[src/core/ehp_pkg.sv]
package ehp_pkg;
  // host address select: one bit picks the location within a decode range
  localparam logic LOC_DATA = 1'b0;
  localparam logic LOC_STATUS_COMMAND = 1'b1;
  // status byte field positions
  localparam int ST_OUTPUT_BUFFER_FULL = 0;
  localparam int ST_INPUT_BUFFER_FULL = 1;
  localparam int ST_IGNORED_LO = 2;
  localparam int ST_COMMAND_BYTE = 3;
  localparam int ST_BURST = 4;
  localparam int ST_OS_EVENT_PENDING = 5;
  localparam int ST_MGMT_EVENT_PENDING = 6;
  localparam int ST_IGNORED_HI = 7;
  // reset value, and the number of decode ranges
  localparam logic [7:0] BYTE_RESET = 8'h00;
  localparam logic [1:0] RANGES = 2'h2;
  // range indices of the shared interface and of the private os-only interface
  localparam logic RANGE_SHARED = 1'b0;
  localparam logic RANGE_PRIVATE = 1'b1;
  // owner of a pending output request on the shared range
  typedef enum logic [1:0] {
    EHP_REQ_NONE = 2'b00,
    EHP_REQ_OS = 2'b01,
    EHP_REQ_MGMT = 2'b10
  } ehp_req_e;
endpackage

[src/core/ehp_channel.sv]
// one decode range: status/command plus data, with the buffer handshake
module ehp_channel
  import ehp_pkg::*;
(
  // clock, reset, enable
  input wire logic ref_clk,
  input wire logic sys_rst,
  input wire logic clk_en,
  // host side, already synchronised
  input wire logic host_wr,
  input wire logic host_rd,
  input wire logic host_loc,
  input wire logic [7:0] host_wdata,
  // controller side
  input wire logic ctl_put,
  input wire logic [7:0] ctl_put_byte,
  input wire logic ctl_take,
  input wire logic ctl_os_event,
  input wire logic ctl_os_event_clr,
  input wire logic ctl_mgmt_event,
  input wire logic ctl_mgmt_event_clr,
  input wire logic burst_set,
  input wire logic burst_clr,
  // observed state
  output logic [7:0] status,
  output logic [7:0] in_byte,
  output logic [7:0] out_byte,
  output logic put_ok
);
  typedef struct packed {
    logic [7:0] in_data;   // input data register
    logic [7:0] out_data;  // output data register
    logic output_buffer_full;
    logic input_buffer_full;
    logic cmd;
    logic burst;
    logic os_evt;
    logic mgmt_evt;
  } ehp_ch_s;
  ehp_ch_s st_q, st_d;

  // next state: host events and controller events, sets win over clears
  always_comb begin
    st_d = st_q;
    // controller consumes the received byte
    if (ctl_take && st_q.input_buffer_full) begin
      st_d.input_buffer_full = 1'b0;
    end
    // host reads data location: byte collected
    if (host_rd && host_loc == LOC_DATA) begin
      st_d.output_buffer_full = 1'b0;
    end
    // controller places a byte only into an empty output buffer
    if (ctl_put && !st_q.output_buffer_full) begin
      st_d.out_data = ctl_put_byte;
      st_d.output_buffer_full = 1'b1;
    end
    // host writes land in the one input data register
    if (host_wr) begin
      st_d.in_data = host_wdata;
      st_d.input_buffer_full = 1'b1;
      if (host_loc == LOC_STATUS_COMMAND) begin
        st_d.cmd = 1'b1;
      end else begin
        st_d.cmd = 1'b0;
      end
    end
    // event flags; a new event beats a same-cycle clear
    if (ctl_os_event_clr) st_d.os_evt = 1'b0;
    if (ctl_os_event) st_d.os_evt = 1'b1;
    if (ctl_mgmt_event_clr) st_d.mgmt_evt = 1'b0;
    if (ctl_mgmt_event) st_d.mgmt_evt = 1'b1;
    // burst only on accepted burst-enable, seen by controller
    if (burst_clr) st_d.burst = 1'b0;
    if (burst_set) st_d.burst = 1'b1;
  end

  // state register, frozen while clock enable is low
  always_ff @(posedge ref_clk or posedge sys_rst) begin
    if (sys_rst) begin
      st_q <= '0;
    end else if (clk_en) begin
      st_q <= st_d;
    end
  end

  // status byte; ignored bits read as zero
  always_comb begin
    status = 8'h00;
    status[ST_OUTPUT_BUFFER_FULL] = st_q.output_buffer_full;
    status[ST_INPUT_BUFFER_FULL] = st_q.input_buffer_full;
    status[ST_COMMAND_BYTE] = st_q.cmd;
    status[ST_BURST] = st_q.burst;
    status[ST_OS_EVENT_PENDING] = st_q.os_evt;
    status[ST_MGMT_EVENT_PENDING] = st_q.mgmt_evt;
  end
  assign in_byte = st_q.in_data;
  assign out_byte = st_q.out_data;
  assign put_ok = !st_q.output_buffer_full;
endmodule

[src/core/ehp_host_port.sv]
// Behaviour
// - two locations, three registers per range
// - status read, command write, one location
// - data location carries bytes both ways
// - output-full set on controller byte
// - host data read clears output-full
// - input-full set on any host write
// - controller read clears input-full
// - controller takes byte only when input-full
// - controller puts byte only when output-empty
// - os event bit set, then os interrupt
// - mgmt event bit set, then mgmt request
// - burst bit shows burst mode
// - burst only after accepted burst-enable
// - shared output only after a request
// - second private range has no mgmt events and no request gate
// - command write latches, sets input-full, command
// - data write latches, sets input-full
module ehp_host_port
  import ehp_pkg::*;
(
  // clock and reset
  input wire logic ref_clk,
  input wire logic sys_rst,
  input wire logic clk_en,
  // host pins: strobes are one-cycle pulses after synchronising
  input wire logic host_cs_n,
  input wire logic host_rd_n,
  input wire logic host_wr_n,
  input wire logic host_range,
  input wire logic host_loc,
  input wire logic [7:0] host_din,
  output logic [7:0] host_dout,
  output logic host_dout_oe,
  // controller side, same clock
  input wire logic ctl_range,
  input wire logic ctl_put,
  input wire logic [7:0] ctl_put_byte,
  input wire logic ctl_take,
  input wire logic ctl_os_event,
  input wire logic ctl_os_event_clr,
  input wire logic ctl_mgmt_event,
  input wire logic ctl_mgmt_event_clr,
  input wire logic ctl_burst_enter,
  input wire logic ctl_burst_exit,
  input wire logic ctl_grant_os,
  input wire logic ctl_grant_mgmt,
  // controller observations
  output logic [7:0] ctl_status,
  output logic [7:0] ctl_in_byte,
  output logic ctl_put_ok,
  // host interrupt requests
  output logic os_irq,
  output logic mgmt_irq
);
  // all registered state of the top
  typedef struct packed {
    logic [1:0] cs_n_s1;
    logic [1:0] cs_n_s2;
    logic [1:0] rd_n_s1;
    logic [1:0] rd_n_s2;
    logic [1:0] wr_n_s1;
    logic [1:0] wr_n_s2;
    logic [1:0] addr_s1;  // range, location
    logic [1:0] addr_s2;
    logic [7:0] din_s1;
    logic [7:0] din_s2;
    logic rd_prev;        // for edge detect of read
    logic wr_prev;
    logic [7:0] dout;
    logic dout_oe;
    logic [7:0] ctl_status;
    logic [7:0] ctl_in_byte;
    logic ctl_put_ok;
    logic os_irq;
    logic mgmt_irq;
    ehp_req_e req_owner;  // who asked for output on the shared range
  } ehp_top_s;
  ehp_top_s q, d;

  // per-range wires
  logic [1:0] ch_wr, ch_rd, ch_put, ch_take, ch_ose, ch_osc, ch_me, ch_mc;
  logic [1:0] ch_bs, ch_bc, ch_put_ok;
  logic [7:0] ch_status [2];
  logic [7:0] ch_in [2];
  logic [7:0] ch_out [2];
  logic rd_now, wr_now, rd_pulse, wr_pulse, sel_range, sel_loc;
  logic shared_put_allowed;

  // synchronised strobe levels, qualified by chip select
  assign rd_now = !q.cs_n_s2[1] && !q.rd_n_s2[1];
  assign wr_now = !q.cs_n_s2[1] && !q.wr_n_s2[1];
  assign rd_pulse = rd_now && !q.rd_prev;
  assign wr_pulse = wr_now && !q.wr_prev;
  assign sel_range = q.addr_s2[1];
  assign sel_loc = q.addr_s2[0];
  // output on shared range waits for an explicit request from a host party
  assign shared_put_allowed = q.req_owner != EHP_REQ_NONE;

  // steering of host and controller strobes to a decode range
  always_comb begin
    for (int i = 0; i < RANGES; i++) begin
      ch_wr[i] = wr_pulse && (sel_range == 1'(i));
      ch_rd[i] = rd_pulse && (sel_range == 1'(i));
      ch_take[i] = ctl_take && (ctl_range == 1'(i));
      ch_ose[i] = ctl_os_event && (ctl_range == 1'(i));
      ch_osc[i] = ctl_os_event_clr && (ctl_range == 1'(i));
      ch_me[i] = ctl_mgmt_event && (ctl_range == 1'(i));
      ch_mc[i] = ctl_mgmt_event_clr && (ctl_range == 1'(i));
      ch_bs[i] = ctl_burst_enter && (ctl_range == 1'(i));
      ch_bc[i] = ctl_burst_exit && (ctl_range == 1'(i));
      ch_put[i] = ctl_put && (ctl_range == 1'(i));
    end
    // the shared range is gated by the request owner
    ch_put[RANGE_SHARED] = ctl_put && (ctl_range == RANGE_SHARED) && shared_put_allowed;
  end

  // the two decode ranges; the private one is os-only, no mgmt events
  for (genvar g = 0; g < 2; g++) begin : g_rng
    ehp_channel u_ch (
      .ref_clk(ref_clk),
      .sys_rst(sys_rst),
      .clk_en(clk_en),
      .host_wr(ch_wr[g]),
      .host_rd(ch_rd[g]),
      .host_loc(sel_loc),
      .host_wdata(q.din_s2),
      .ctl_put(ch_put[g]),
      .ctl_put_byte(ctl_put_byte),
      .ctl_take(ch_take[g]),
      .ctl_os_event(ch_ose[g]),
      .ctl_os_event_clr(ch_osc[g]),
      .ctl_mgmt_event(g == 0 ? ch_me[g] : 1'b0),
      .ctl_mgmt_event_clr(ch_mc[g]),
      .burst_set(ch_bs[g]),
      .burst_clr(ch_bc[g]),
      .status(ch_status[g]),
      .in_byte(ch_in[g]),
      .out_byte(ch_out[g]),
      .put_ok(ch_put_ok[g])
    );
  end

  // next state of the top
  always_comb begin
    d = q;
    // four-flop chains on the strobe pins, two flops on address and data pins
    d.cs_n_s1 = {q.cs_n_s1[0], host_cs_n};
    d.cs_n_s2 = {q.cs_n_s2[0], q.cs_n_s1[1]};
    d.rd_n_s1 = {q.rd_n_s1[0], host_rd_n};
    d.rd_n_s2 = {q.rd_n_s2[0], q.rd_n_s1[1]};
    d.wr_n_s1 = {q.wr_n_s1[0], host_wr_n};
    d.wr_n_s2 = {q.wr_n_s2[0], q.wr_n_s1[1]};
    d.addr_s1 = {host_range, host_loc};
    d.addr_s2 = q.addr_s1;
    d.din_s1 = host_din;
    d.din_s2 = q.din_s1;
    d.rd_prev = rd_now;
    d.wr_prev = wr_now;
    // read data: status location gives status, data location the output byte
    if (rd_now) begin
      d.dout = (sel_loc == LOC_STATUS_COMMAND) ? ch_status[sel_range]
                                              : ch_out[sel_range];
      d.dout_oe = 1'b1;
    end else begin
      d.dout_oe = 1'b0;
    end
    // controller view of the selected range
    d.ctl_status = ch_status[ctl_range];
    d.ctl_in_byte = ch_in[ctl_range];
    d.ctl_put_ok = ch_put_ok[ctl_range] &&
                   (ctl_range == RANGE_PRIVATE || shared_put_allowed);
    // request owner: granted by controller firmware, retired when a byte is put
    if (ch_put[RANGE_SHARED] && ch_put_ok[RANGE_SHARED]) d.req_owner = EHP_REQ_NONE;
    if (ctl_grant_mgmt) d.req_owner = EHP_REQ_MGMT;
    if (ctl_grant_os) d.req_owner = EHP_REQ_OS;
    // interrupts follow the pending bits, one cycle behind them
    d.os_irq = ch_status[0][ST_OS_EVENT_PENDING] ||
               ch_status[1][ST_OS_EVENT_PENDING];
    d.mgmt_irq = ch_status[0][ST_MGMT_EVENT_PENDING];
  end

  // state register
  always_ff @(posedge ref_clk or posedge sys_rst) begin
    if (sys_rst) begin
      q <= '0;
      q.cs_n_s1 <= 2'h3;
      q.cs_n_s2 <= 2'h3;
      q.rd_n_s1 <= 2'h3;
      q.rd_n_s2 <= 2'h3;
      q.wr_n_s1 <= 2'h3;
      q.wr_n_s2 <= 2'h3;
      q.ctl_put_ok <= 1'b0;
      q.req_owner <= EHP_REQ_NONE;
    end else if (clk_en) begin
      q <= d;
    end
  end

  // outputs straight from flops
  assign host_dout = q.dout;
  assign host_dout_oe = q.dout_oe;
  assign ctl_status = q.ctl_status;
  assign ctl_in_byte = q.ctl_in_byte;
  assign ctl_put_ok = q.ctl_put_ok;
  assign os_irq = q.os_irq;
  assign mgmt_irq = q.mgmt_irq;
endmodule

[config.mk]
export PLATFORM = sky130hd
export DESIGN_NAME = ehp_host_port
export DESIGN_NICKNAME = d
export VERILOG_FILES = /design/src/core/ehp_pkg.sv /design/src/core/ehp_channel.sv /design/src/core/ehp_host_port.sv
export SDC_FILE = /design/constraint.sdc
export NUM_CORES = 1
export LEC_CHECK = 0
export ABC_AREA = 1
export BUFFER_PORTS_ARGS = -buffer_cell sky130_fd_sc_hd__buf_4
export CAP_MARGIN = 20
export CORE_ASPECT_RATIO = 0.75
export CORE_MARGIN = 10
export CORE_UTILIZATION = 27
export DETAILED_ROUTE_END_ITERATION = 12
export PLACE_DENSITY = 0.52
export SKIP_LAST_GASP = 1
export SLEW_MARGIN = 5
export SYNTH_ARGS = -nofsm -noshare
export SYNTH_HDL_FRONTEND = slang
export SYNTH_HIERARCHICAL = 1
export SYNTH_SLANG_ARGS = --single-unit
[constraint.sdc]
create_clock -name ref_clk -period 3.5 [get_ports ref_clk]
set_input_delay 0.35 -clock ref_clk [delete_from_list [all_inputs] [get_ports ref_clk]]
set_output_delay 0.35 -clock ref_clk [all_outputs]
set_load 0.01 [all_outputs]
== Word-level counts from Yosys, hierarchy flattened ==
Cells that the tools add are included.
Storage, ports and cells
  register bits: 107
  input port bits: 35
  logic and storage cells: 146
Operators by class
  muxes and demuxes: 38
  bitwise gates (word level): 5
  reduce and logical (&&, ||, !) cells: 65
  magnitude comparators: 3
Operator list (number)
  two-way mux 8 bit: 11
  logical AND 1 bit: 30
  AND reduction 2 bit: 15
  two-way mux 1 bit: 20
  nonzero test 2 bit: 10
  two-way mux 7 bit: 2
  two-way mux 2 bit: 5
  logical NOT 1 bit: 7
  >= comparator 2 bit (second input constant): 2
  inverter 1 -> 2 bit: 2
  inverter 1 bit: 3
  nonzero test 3 bit: 1
  logical OR 1 bit: 2
  less-than comparator 1 x 2 -> 1 bit (second input constant): 1

== Longest topological paths before layout ==
Gate-level depths: netlist of run 1.
  depth after elaboration: 7
  gate-level depth with buffers: 8
  gate-level depth less buffers: 8

== By module ==
Netlist of run 1, hierarchy kept.
Modules (own cells, without submodules)
  ehp_host_port: sequential area each 1591.5 um2, cells each 412, area each 3214.3 um2, instances 1
  ehp_channel: sequential area each 550.5 um2, cells each 104, area each 948.4 um2, instances 2

== Least setup slack after synthesis of run 1 ==
No wires, ideal clock.
  path type: in2reg
  start: in ctl_range
  end: reg g_rng[0].u_ch.st_q, in the netlist g_rng[0].u_ch/out_byte[0]
  setup slack: 2.207 ns
  library setup time: 0.117 ns
  cell stages on the path: 7
  required time: 3.383 ns
  path buffers: 2
  arrival: 1.176 ns
  cell sequence: inv_2 -> buf_2 -> and3_1 -> buf_4 -> nand3_2 -> nand2_1 -> nand2_1
Between the ends
  word-level cells in the longest chain between the ends: 5
Ends and longest elaborated chain
  start, declared: RTL line ehp_host_port.sv:36  | input wire logic ctl_range,
  inverter 1 bit: RTL line ehp_host_port.sv:115  | ch_put[RANGE_SHARED] = ctl_put && (ctl_range == RANGE_SHARED) && shared_put_allowed;
  logical AND 1 bit (2 in a row): RTL line ehp_host_port.sv:115
  via ch_put[0]: RTL line ehp_host_port.sv:82  | logic [1:0] ch_wr, ch_rd, ch_put, ch_take, ch_ose, ch_osc, ch_me, ch_mc;
  logical AND 1 bit: RTL line ehp_channel.sv:54  | if (ctl_put && !st_q.output_buffer_full) begin
  AND reduction 2 bit (no source line)
  end signal, assigned: RTL line ehp_channel.sv:83  | st_q <= st_d;
  end, declared: RTL line ehp_channel.sv:40  | ehp_ch_s st_q, st_d;
The timed path passes the listed nets, and every way through them passes these cells.
A chain may end at the register's enable or synchronous reset.

== Worst setup path after layout of run 1 ==
  start: reg q[49] (netlist name)
  end: reg g_rng[1].u_ch.st_q, in the netlist g_rng[1].u_ch/status[3]
Between the ends
  word-level cells in the longest chain between the ends: 2
Ends and longest elaborated chain
  start, declared: RTL line ehp_host_port.sv:79  | ehp_top_s q, d;
  logical AND 1 bit: RTL line ehp_host_port.sv:103  | ch_wr[i] = wr_pulse && (sel_range == 1'(i));
  via ch_wr[1]: RTL line ehp_host_port.sv:82
  AND reduction 2 bit (no source line)
  end signal, assigned: RTL line ehp_channel.sv:83
  end, declared: RTL line ehp_channel.sv:40
The timed path passes the listed nets, and every way through them passes these cells.

==> run metrics, run 1 <==
Fin Hold WS=204 ps; Finished Layout Cells=893; synthesis-to-finish area growth=14.3%; final hold vios=0; outcome=complete, no violations; skew final=7.02 ps; I/O pins=63; diode count=0; Remaining Overflow, GRT=0; CTS clk-pin slew, worst paths=70 ps; final design utilization=approximately a third; Ys Warns=6; Total GRT Usage=10.6%; worst slew pin tran=between 800 and 900 ps; drt total wl=~13,000 um; commonest non-fill, non-tap cell in the layout=nand2_1; crit share post-route=56.6%; first-pass GRT wire length=roughly 21,000 um; Placed Instances=between 800 and 900; clk_lat worst skew=350 ps; normalized max-slew margin=around 44%; count of different cell masters after synthesis=21; Routed WL per cell=14.3 um; core area=18,600 um2; Power Total=3.78 mW; # fillers=a little under 2,000; unrepaired setup endpoints after global routing=false; final net count=676; Synth Instances=between 600 and 700; Design Area, Final=between 5000 and 6000 um2; initial antenna violation count=0; largest net degree at the start of global routing=50; vias in the first global route=3,799; Starting Density=27.5%; most frequent cells in the layout=nand2_1, dfrtp_1, buf_4; Starting DRT DRC Count=about 320; Synth Cell Area=5110 um2; P_leak=3.01 nW; Post-Syn Area per Cell=8.24 um2; # rows=43; Worst Setup End Kind=flip-flop; die footprint=24,900 um2; total of max-cap violations=0; VDD IR max=0.000265 V; Vias/cell=between 4 and 5; register bit count reported by yosys=107; fin. max-slew vios=0; Hold WC Path Type=primary input to flip-flop; Crit Path Category=flip-flop to flip-flop; Vias=between 3,000 and 4,000; Critical Path Start Type=flip-flop; DP Area=5450 um2; worst reg-to-reg path cell count=5; minimum clock period=around 2000 ps; post_cts resized=0; Power Density=~650 nW/um2; DIE WIDTH=roughly 180 um; routability cong.=0.776; worst path required time=3740 ps; Sink Count=around 110; TritonCTS clock tree=done; IO Port Bufs=62; crit path DAT=2220 ps; Max Clk Rate=0.505 GHz; worst setup margin=1520 ps; Final ANT Viol Nets=0; clock root cell=clkbuf_16; sequential share of the synthesized area=52.7%; Setup Slack @ Placement=1530 ps; crit-path max FO=26; # setup viols final=0; Sum Neg Setup Slack=0 ps; Num CTS Buffers=9; Clock Tree Buf Depth=2; drc violations=0; Hold Path Cell Cnt=3; DRT Pass-1 Iters=5; dpl hpwl=around 9000 um; Die H=139 um; layout cells sized above 1=18.1%; CTS H-tree depth=3
## cells in the mapped netlist
cell	instances	share of area (%)
nand2_1	233	17
dfrtp_1	95	47
nor2_1	50	3.7
inv_1	42	3.1
o21ai_0	40	3.9
buf_4	36	5.3
o21ai_1	25	2.4
nand3_1	20	2.0
nand4_1	16	2.0
buf_6	13	2.9
dfstp_2	12	6.2
buf_2	11	1.1
o211ai_2	7	1.7
inv_2	6	0.44
conb_1	3	0.22
nand3_2	3	0.59
a21oi_1	2	0.20
nand2_2	2	0.24
o21ai_2	2	0.34
and3_1	1	0.12
clkbuf_1	1	0.073
## layout make-up
class                           count  area (um2)  area share [%]
Multi-Input combinational cell    406        1770            30.3
Tap cell                          247         309            5.29
Inverter                           48         180            3.08
Timing Repair Buffer               69         561            9.60
Clock inverter                      5        75.1            1.29
Clock buffer                       11         253            4.33
Sequential cell                   107        2690            46.1
## power by group
part,total (mW),internal [mW],leakage [nW],switching [mW]
clock,1.12,0.663,0.165,0.453
sequential,1.82,1.58,1.30,0.237
combinational,0.850,0.352,1.55,0.498
## worst paths after layout
kind,slack (ps),endpoint,start
min in group asynchronous,530,g_rng[1].u_ch/status[4],sys_rst
worst min register to register,460,d[55],d[55]
worst min-delay path,200,d[59],host_rd_n
worst max register to register,1520,g_rng[1].u_ch/status[3],q[49]
max in group asynchronous,2110,d[59],sys_rst
worst max-delay path,1520,g_rng[1].u_ch/status[3],q[49]
## metal layers
| metal | part of all wire [%] | wire [um] | vias to the layer above | track usage, % |
|---|---|---|---|---|
| met5 | 0 | 0 | - | 0 |
| met4 | 0.65 | 83 | 0 | 2.21 |
| met3 | 5.6 | 707 | 8 | 2.86 |
| met2 | 40 | 5130 | 83 | 14.5 |
| met1 | 54 | 6820 | 1746 | 16.0 |
| li1 | - | - | 1961 | - |
## what timing repair did
| action | in CTS | in global routing |
|---|---|---|
| endpoints found under the setup margin | 0 | 0 |
| hold endpoints to repair | 0 | 3 |
| buffers inserted | 0 | 0 |
| hold buffers | 0 | 1 |
## worst max-delay path, stage by stage (launching register included)
cell,delay (ps)
dfrtp_1,570
inv_2,300
nor2_1,540
nand2_2,280
nand2_1,130
o21ai_2,50
## registers in the layout, summed over array words and instances, names as in the netlist
name                 cells
ctl_in_byte              8
ctl_put_ok               1
ctl_status               8
d                       19
g_rng.u_ch/in_byte      16
g_rng.u_ch/out_byte     16
g_rng.u_ch/status       12
host_dout                8
mgmt_irq                 1
os_irq                   1
q                       17
## cells by family (layout without fill, tap and decap cells)
family | count (synthesis) | count (layout) | share of synthesized area [%]
buffers and inverters | 109 | 133 | 12.8
other | 3 | 5 | 0.220
flip-flops | 107 | 107 | 52.7
AND/OR/NAND/NOR | 325 | 325 | 25.7
AO/OA/AOI/OAI | 76 | 76 | 8.62
(Power assumes the default switching activity.)
==> run 2, diff against run 1 <==
Settings changed: ABC_AREA 1 to 0.
Clock period 3.5 ns to 1.93 ns, I/O delays scaled along.
==> run 2 against run 1 <==
Count of clock-buffer cells in the layout increased by 2. Maximum frequency is 22% higher. Design area is 2.8% lower. Critical path type unchanged. Highest routed layer unchanged.
==> run metrics, run 2 <==
initial antenna violation count=0 (unchanged); combinational share of power=24.0% (+1.5 points); Synth Area in Adders=0% (unchanged); worst path bufs/invs=1 (unchanged); routability cong.=0.787 (+1.4%); synthesis-to-finish area growth=19.0%; clk_lat worst skew=350 ps (about the same); clock root cell=clkbuf_16; Crit Path Category=flip-flop to flip-flop; drt total wl=10,400 um (-18%); Total GRT Usage=9.16% (-1.5 points); Post-synth EDFFs=0 (unchanged); switching share of power=26.9% (-4.5 points); # rows=41 (-4.7%); Fin Hold WS=73.1 ps (-131 ps); TritonCTS clock tree=done; final hold vios=0 (unchanged); Largest register FFs=19 (unchanged); # fillers=1,691 (-14%); outcome=complete, no violations; simple-gate portion of the synthesized area=6.61% (-19 points); Max Clk Rate=0.616 GHz (+22%); layout cells sized above 1=46.0% (+28 points); worst slew pin tran=713 ps (-132 ps); XOR/XNOR Fraction of Synth Area=0% (unchanged); P_leak=2.54 nW (-16%); Power Total=7.15 mW (+89%); CTS H-tree depth=3 (unchanged); Starting Density=27.9% (+0.38 points); Remaining Overflow, GRT=0 (unchanged); Pint=5.23 mW (+100%); Final ANT Viol Nets=0 (unchanged); commonest non-fill, non-tap cell in the layout=dfrtp_1; Routed WL per cell=16.3 um (+14%); die footprint=23,400 um2 (-5.8%); Critical Path Start Type=flip-flop; CP max-delay cell=mux4_1; Starting DRT DRC Count=196 (-39%); DRT Pass-1 Iters=4 (-1); clock share of power=27.6% (-1.9 points); diode count=0 (unchanged); Synth Cell Area=4770 um2 (-6.7%); P_sw=1.92 mW (+62%); Post-Syn Area per Cell=13.4 um2 (+63%); Worst Setup End Kind=flip-flop; Vias/cell=4.35 (+2.4%); most frequent cells in the layout=dfrtp_1, mux2_2, buf_4; Crit path max-delay family=multiplexers; Synth Instances=355 (-43%); sequential share of the synthesized area=56.5% (+3.8 points); total of max-cap violations=0 (unchanged); register bit count reported by yosys=107 (unchanged); core area=17,100 um2 (-8.0%); Sum Neg Setup Slack=0 ps (unchanged); skew final=9.63 ps (+2.60 ps); minimum clock period=1620 ps (-358 ps); Ys Warns=6 (unchanged); VDD IR max=0.000419 V (+58%); # setup viols final=0 (unchanged); vias in the first global route=3,059 (-19%); I/O pins=63 (unchanged); DP Area=5350 um2 (-1.9%); Clock Tree Buf Depth=2 (unchanged); # Post-CTS Setup Buffers=0 (unchanged); final net count=434 (-36%); Power Density=1260 nW/um2 (+94%); Vias=2,787 (-27%); largest family of logic cells by synthesized area=multiplexers; CTS clk-pin slew, worst paths=70 ps (about the same); synth top area cells=dfrtp_1, mux2_2, dfstp_2; mux contribution to synthesized area=25.3% (+25 points); Async S/R FF share, synth=100% (unchanged); drc violations=0 (unchanged); post-synthesis compound-gate area fraction=4.56% (-4.1 points); Sink Count=107 (unchanged); worst path required time=2170 ps (-1570 ps); dominant cell type by area after synthesis=dfrtp_1; sequential share of power=48.4% (+0.3 points); Hold WC Path Type=primary input to flip-flop; DIE WIDTH=173 um (-3.0%); crit-path max cell delay=570 ps (about the same); synth cell count leaders=dfrtp_1, mux2_2, buf_4; top cell type's share of synthesized area=49.8% (+3.3 points); Design Area, Final=5670 um2 (-2.8%); cell with the most instances after synthesis=dfrtp_1; crit path DAT=1860 ps (-360 ps); CP Cell Sequence=buf_4 -> mux4_1 -> mux2_2; dpl hpwl=7660 um (-15%); most common flop cell mapped by yosys=dfrtp_1; normalized max-slew margin=52.4% (+8.7 points); largest net degree at the start of global routing=30 (-40%); IO Port Bufs=62 (unchanged); unrepaired setup endpoints after global routing=false; first-pass GRT wire length=16,800 um (-21%); Num CTS Buffers=9 (unchanged); crit-path max FO=8 (-69%); crit share post-route=84.1% (+27 points); fin. max-slew vios=0 (unchanged); count of different cell masters after synthesis=30 (+43%); Die H=135 um (-2.9%)
[run 2: path summary, 6_finish.rpt]
check	startpoint	to	slack (ps)	cells after the start
hold / removal	host_din[1]	d[33]	70	2
max in group asynchronous	sys_rst	g_rng[1].u_ch/status[0]	770	4
setup / recovery	q[49]	host_dout[6]	310	3
min in group asynchronous	sys_rst	q[35]	500	3
hold reg to reg	ctl_put_ok	ctl_put_ok	490	1
setup reg to reg	q[49]	host_dout[6]	310	3
[run 2: timing repair]
item	CTS	global route
gates resized for setup	0	0
hold endpoints to repair	37	0
hold buffers	1	0
[run 2: layer usage]
layer | global-route usage, % | routed length (um)
met1 | 11.5 | 4920
met5 | 0 | 0
met2 | 14.5 | 4880
met3 | 3.31 | 503
met4 | 2.87 | 129
[run 2: final cells by class]
type	count	area, um2	area share, %
clock buffer	13	250	4.41
clock inverter	3	68.8	1.21
inverter	8	30.0	0.529
multi-input combinational	198	1760	31.0
sequential	107	2690	47.5
tap	236	295	5.20
timing repair buffer	75	578	10.2
[run 2: metrics by stage]
step	std cells	setup WS, ps	util, %
after floorplan	357	187	-
after global placement	623	348	31.3
after detailed placement	623	310	31.3
after CTS	640	297	33.2
after global routing	640	226	33.2
final	640	307	33.2
[run 2: worst reg2reg max path: stages (launching register included)]
cell     delay, ps
dfrtp_1        440
buf_4          230
mux4_1         570
mux2_2         270
[run 2: kinds of logic (layout without fill, tap and decap cells)]
family                 after synthesis  after routing
flip-flops                         107            107
multiplexers                       100            100
AND/OR/NAND/NOR                     58             58
buffers and inverters               52             99
AO/OA/AOI/OAI                       35             35
other                                3              5
[run 2: power by group through the flow]
stage | sequential, mW | combinational, mW | clock (mW)
finish | 3.46 | 1.71 | 1.97
global route | 3.56 | 1.90 | 2.13
CTS | 3.47 | 1.76 | 2.04
detailed placement | 3.51 | 1.76 | 0
global placement | 3.47 | 1.71 | 0
floorplan | 3.32 | 1.42 | 0
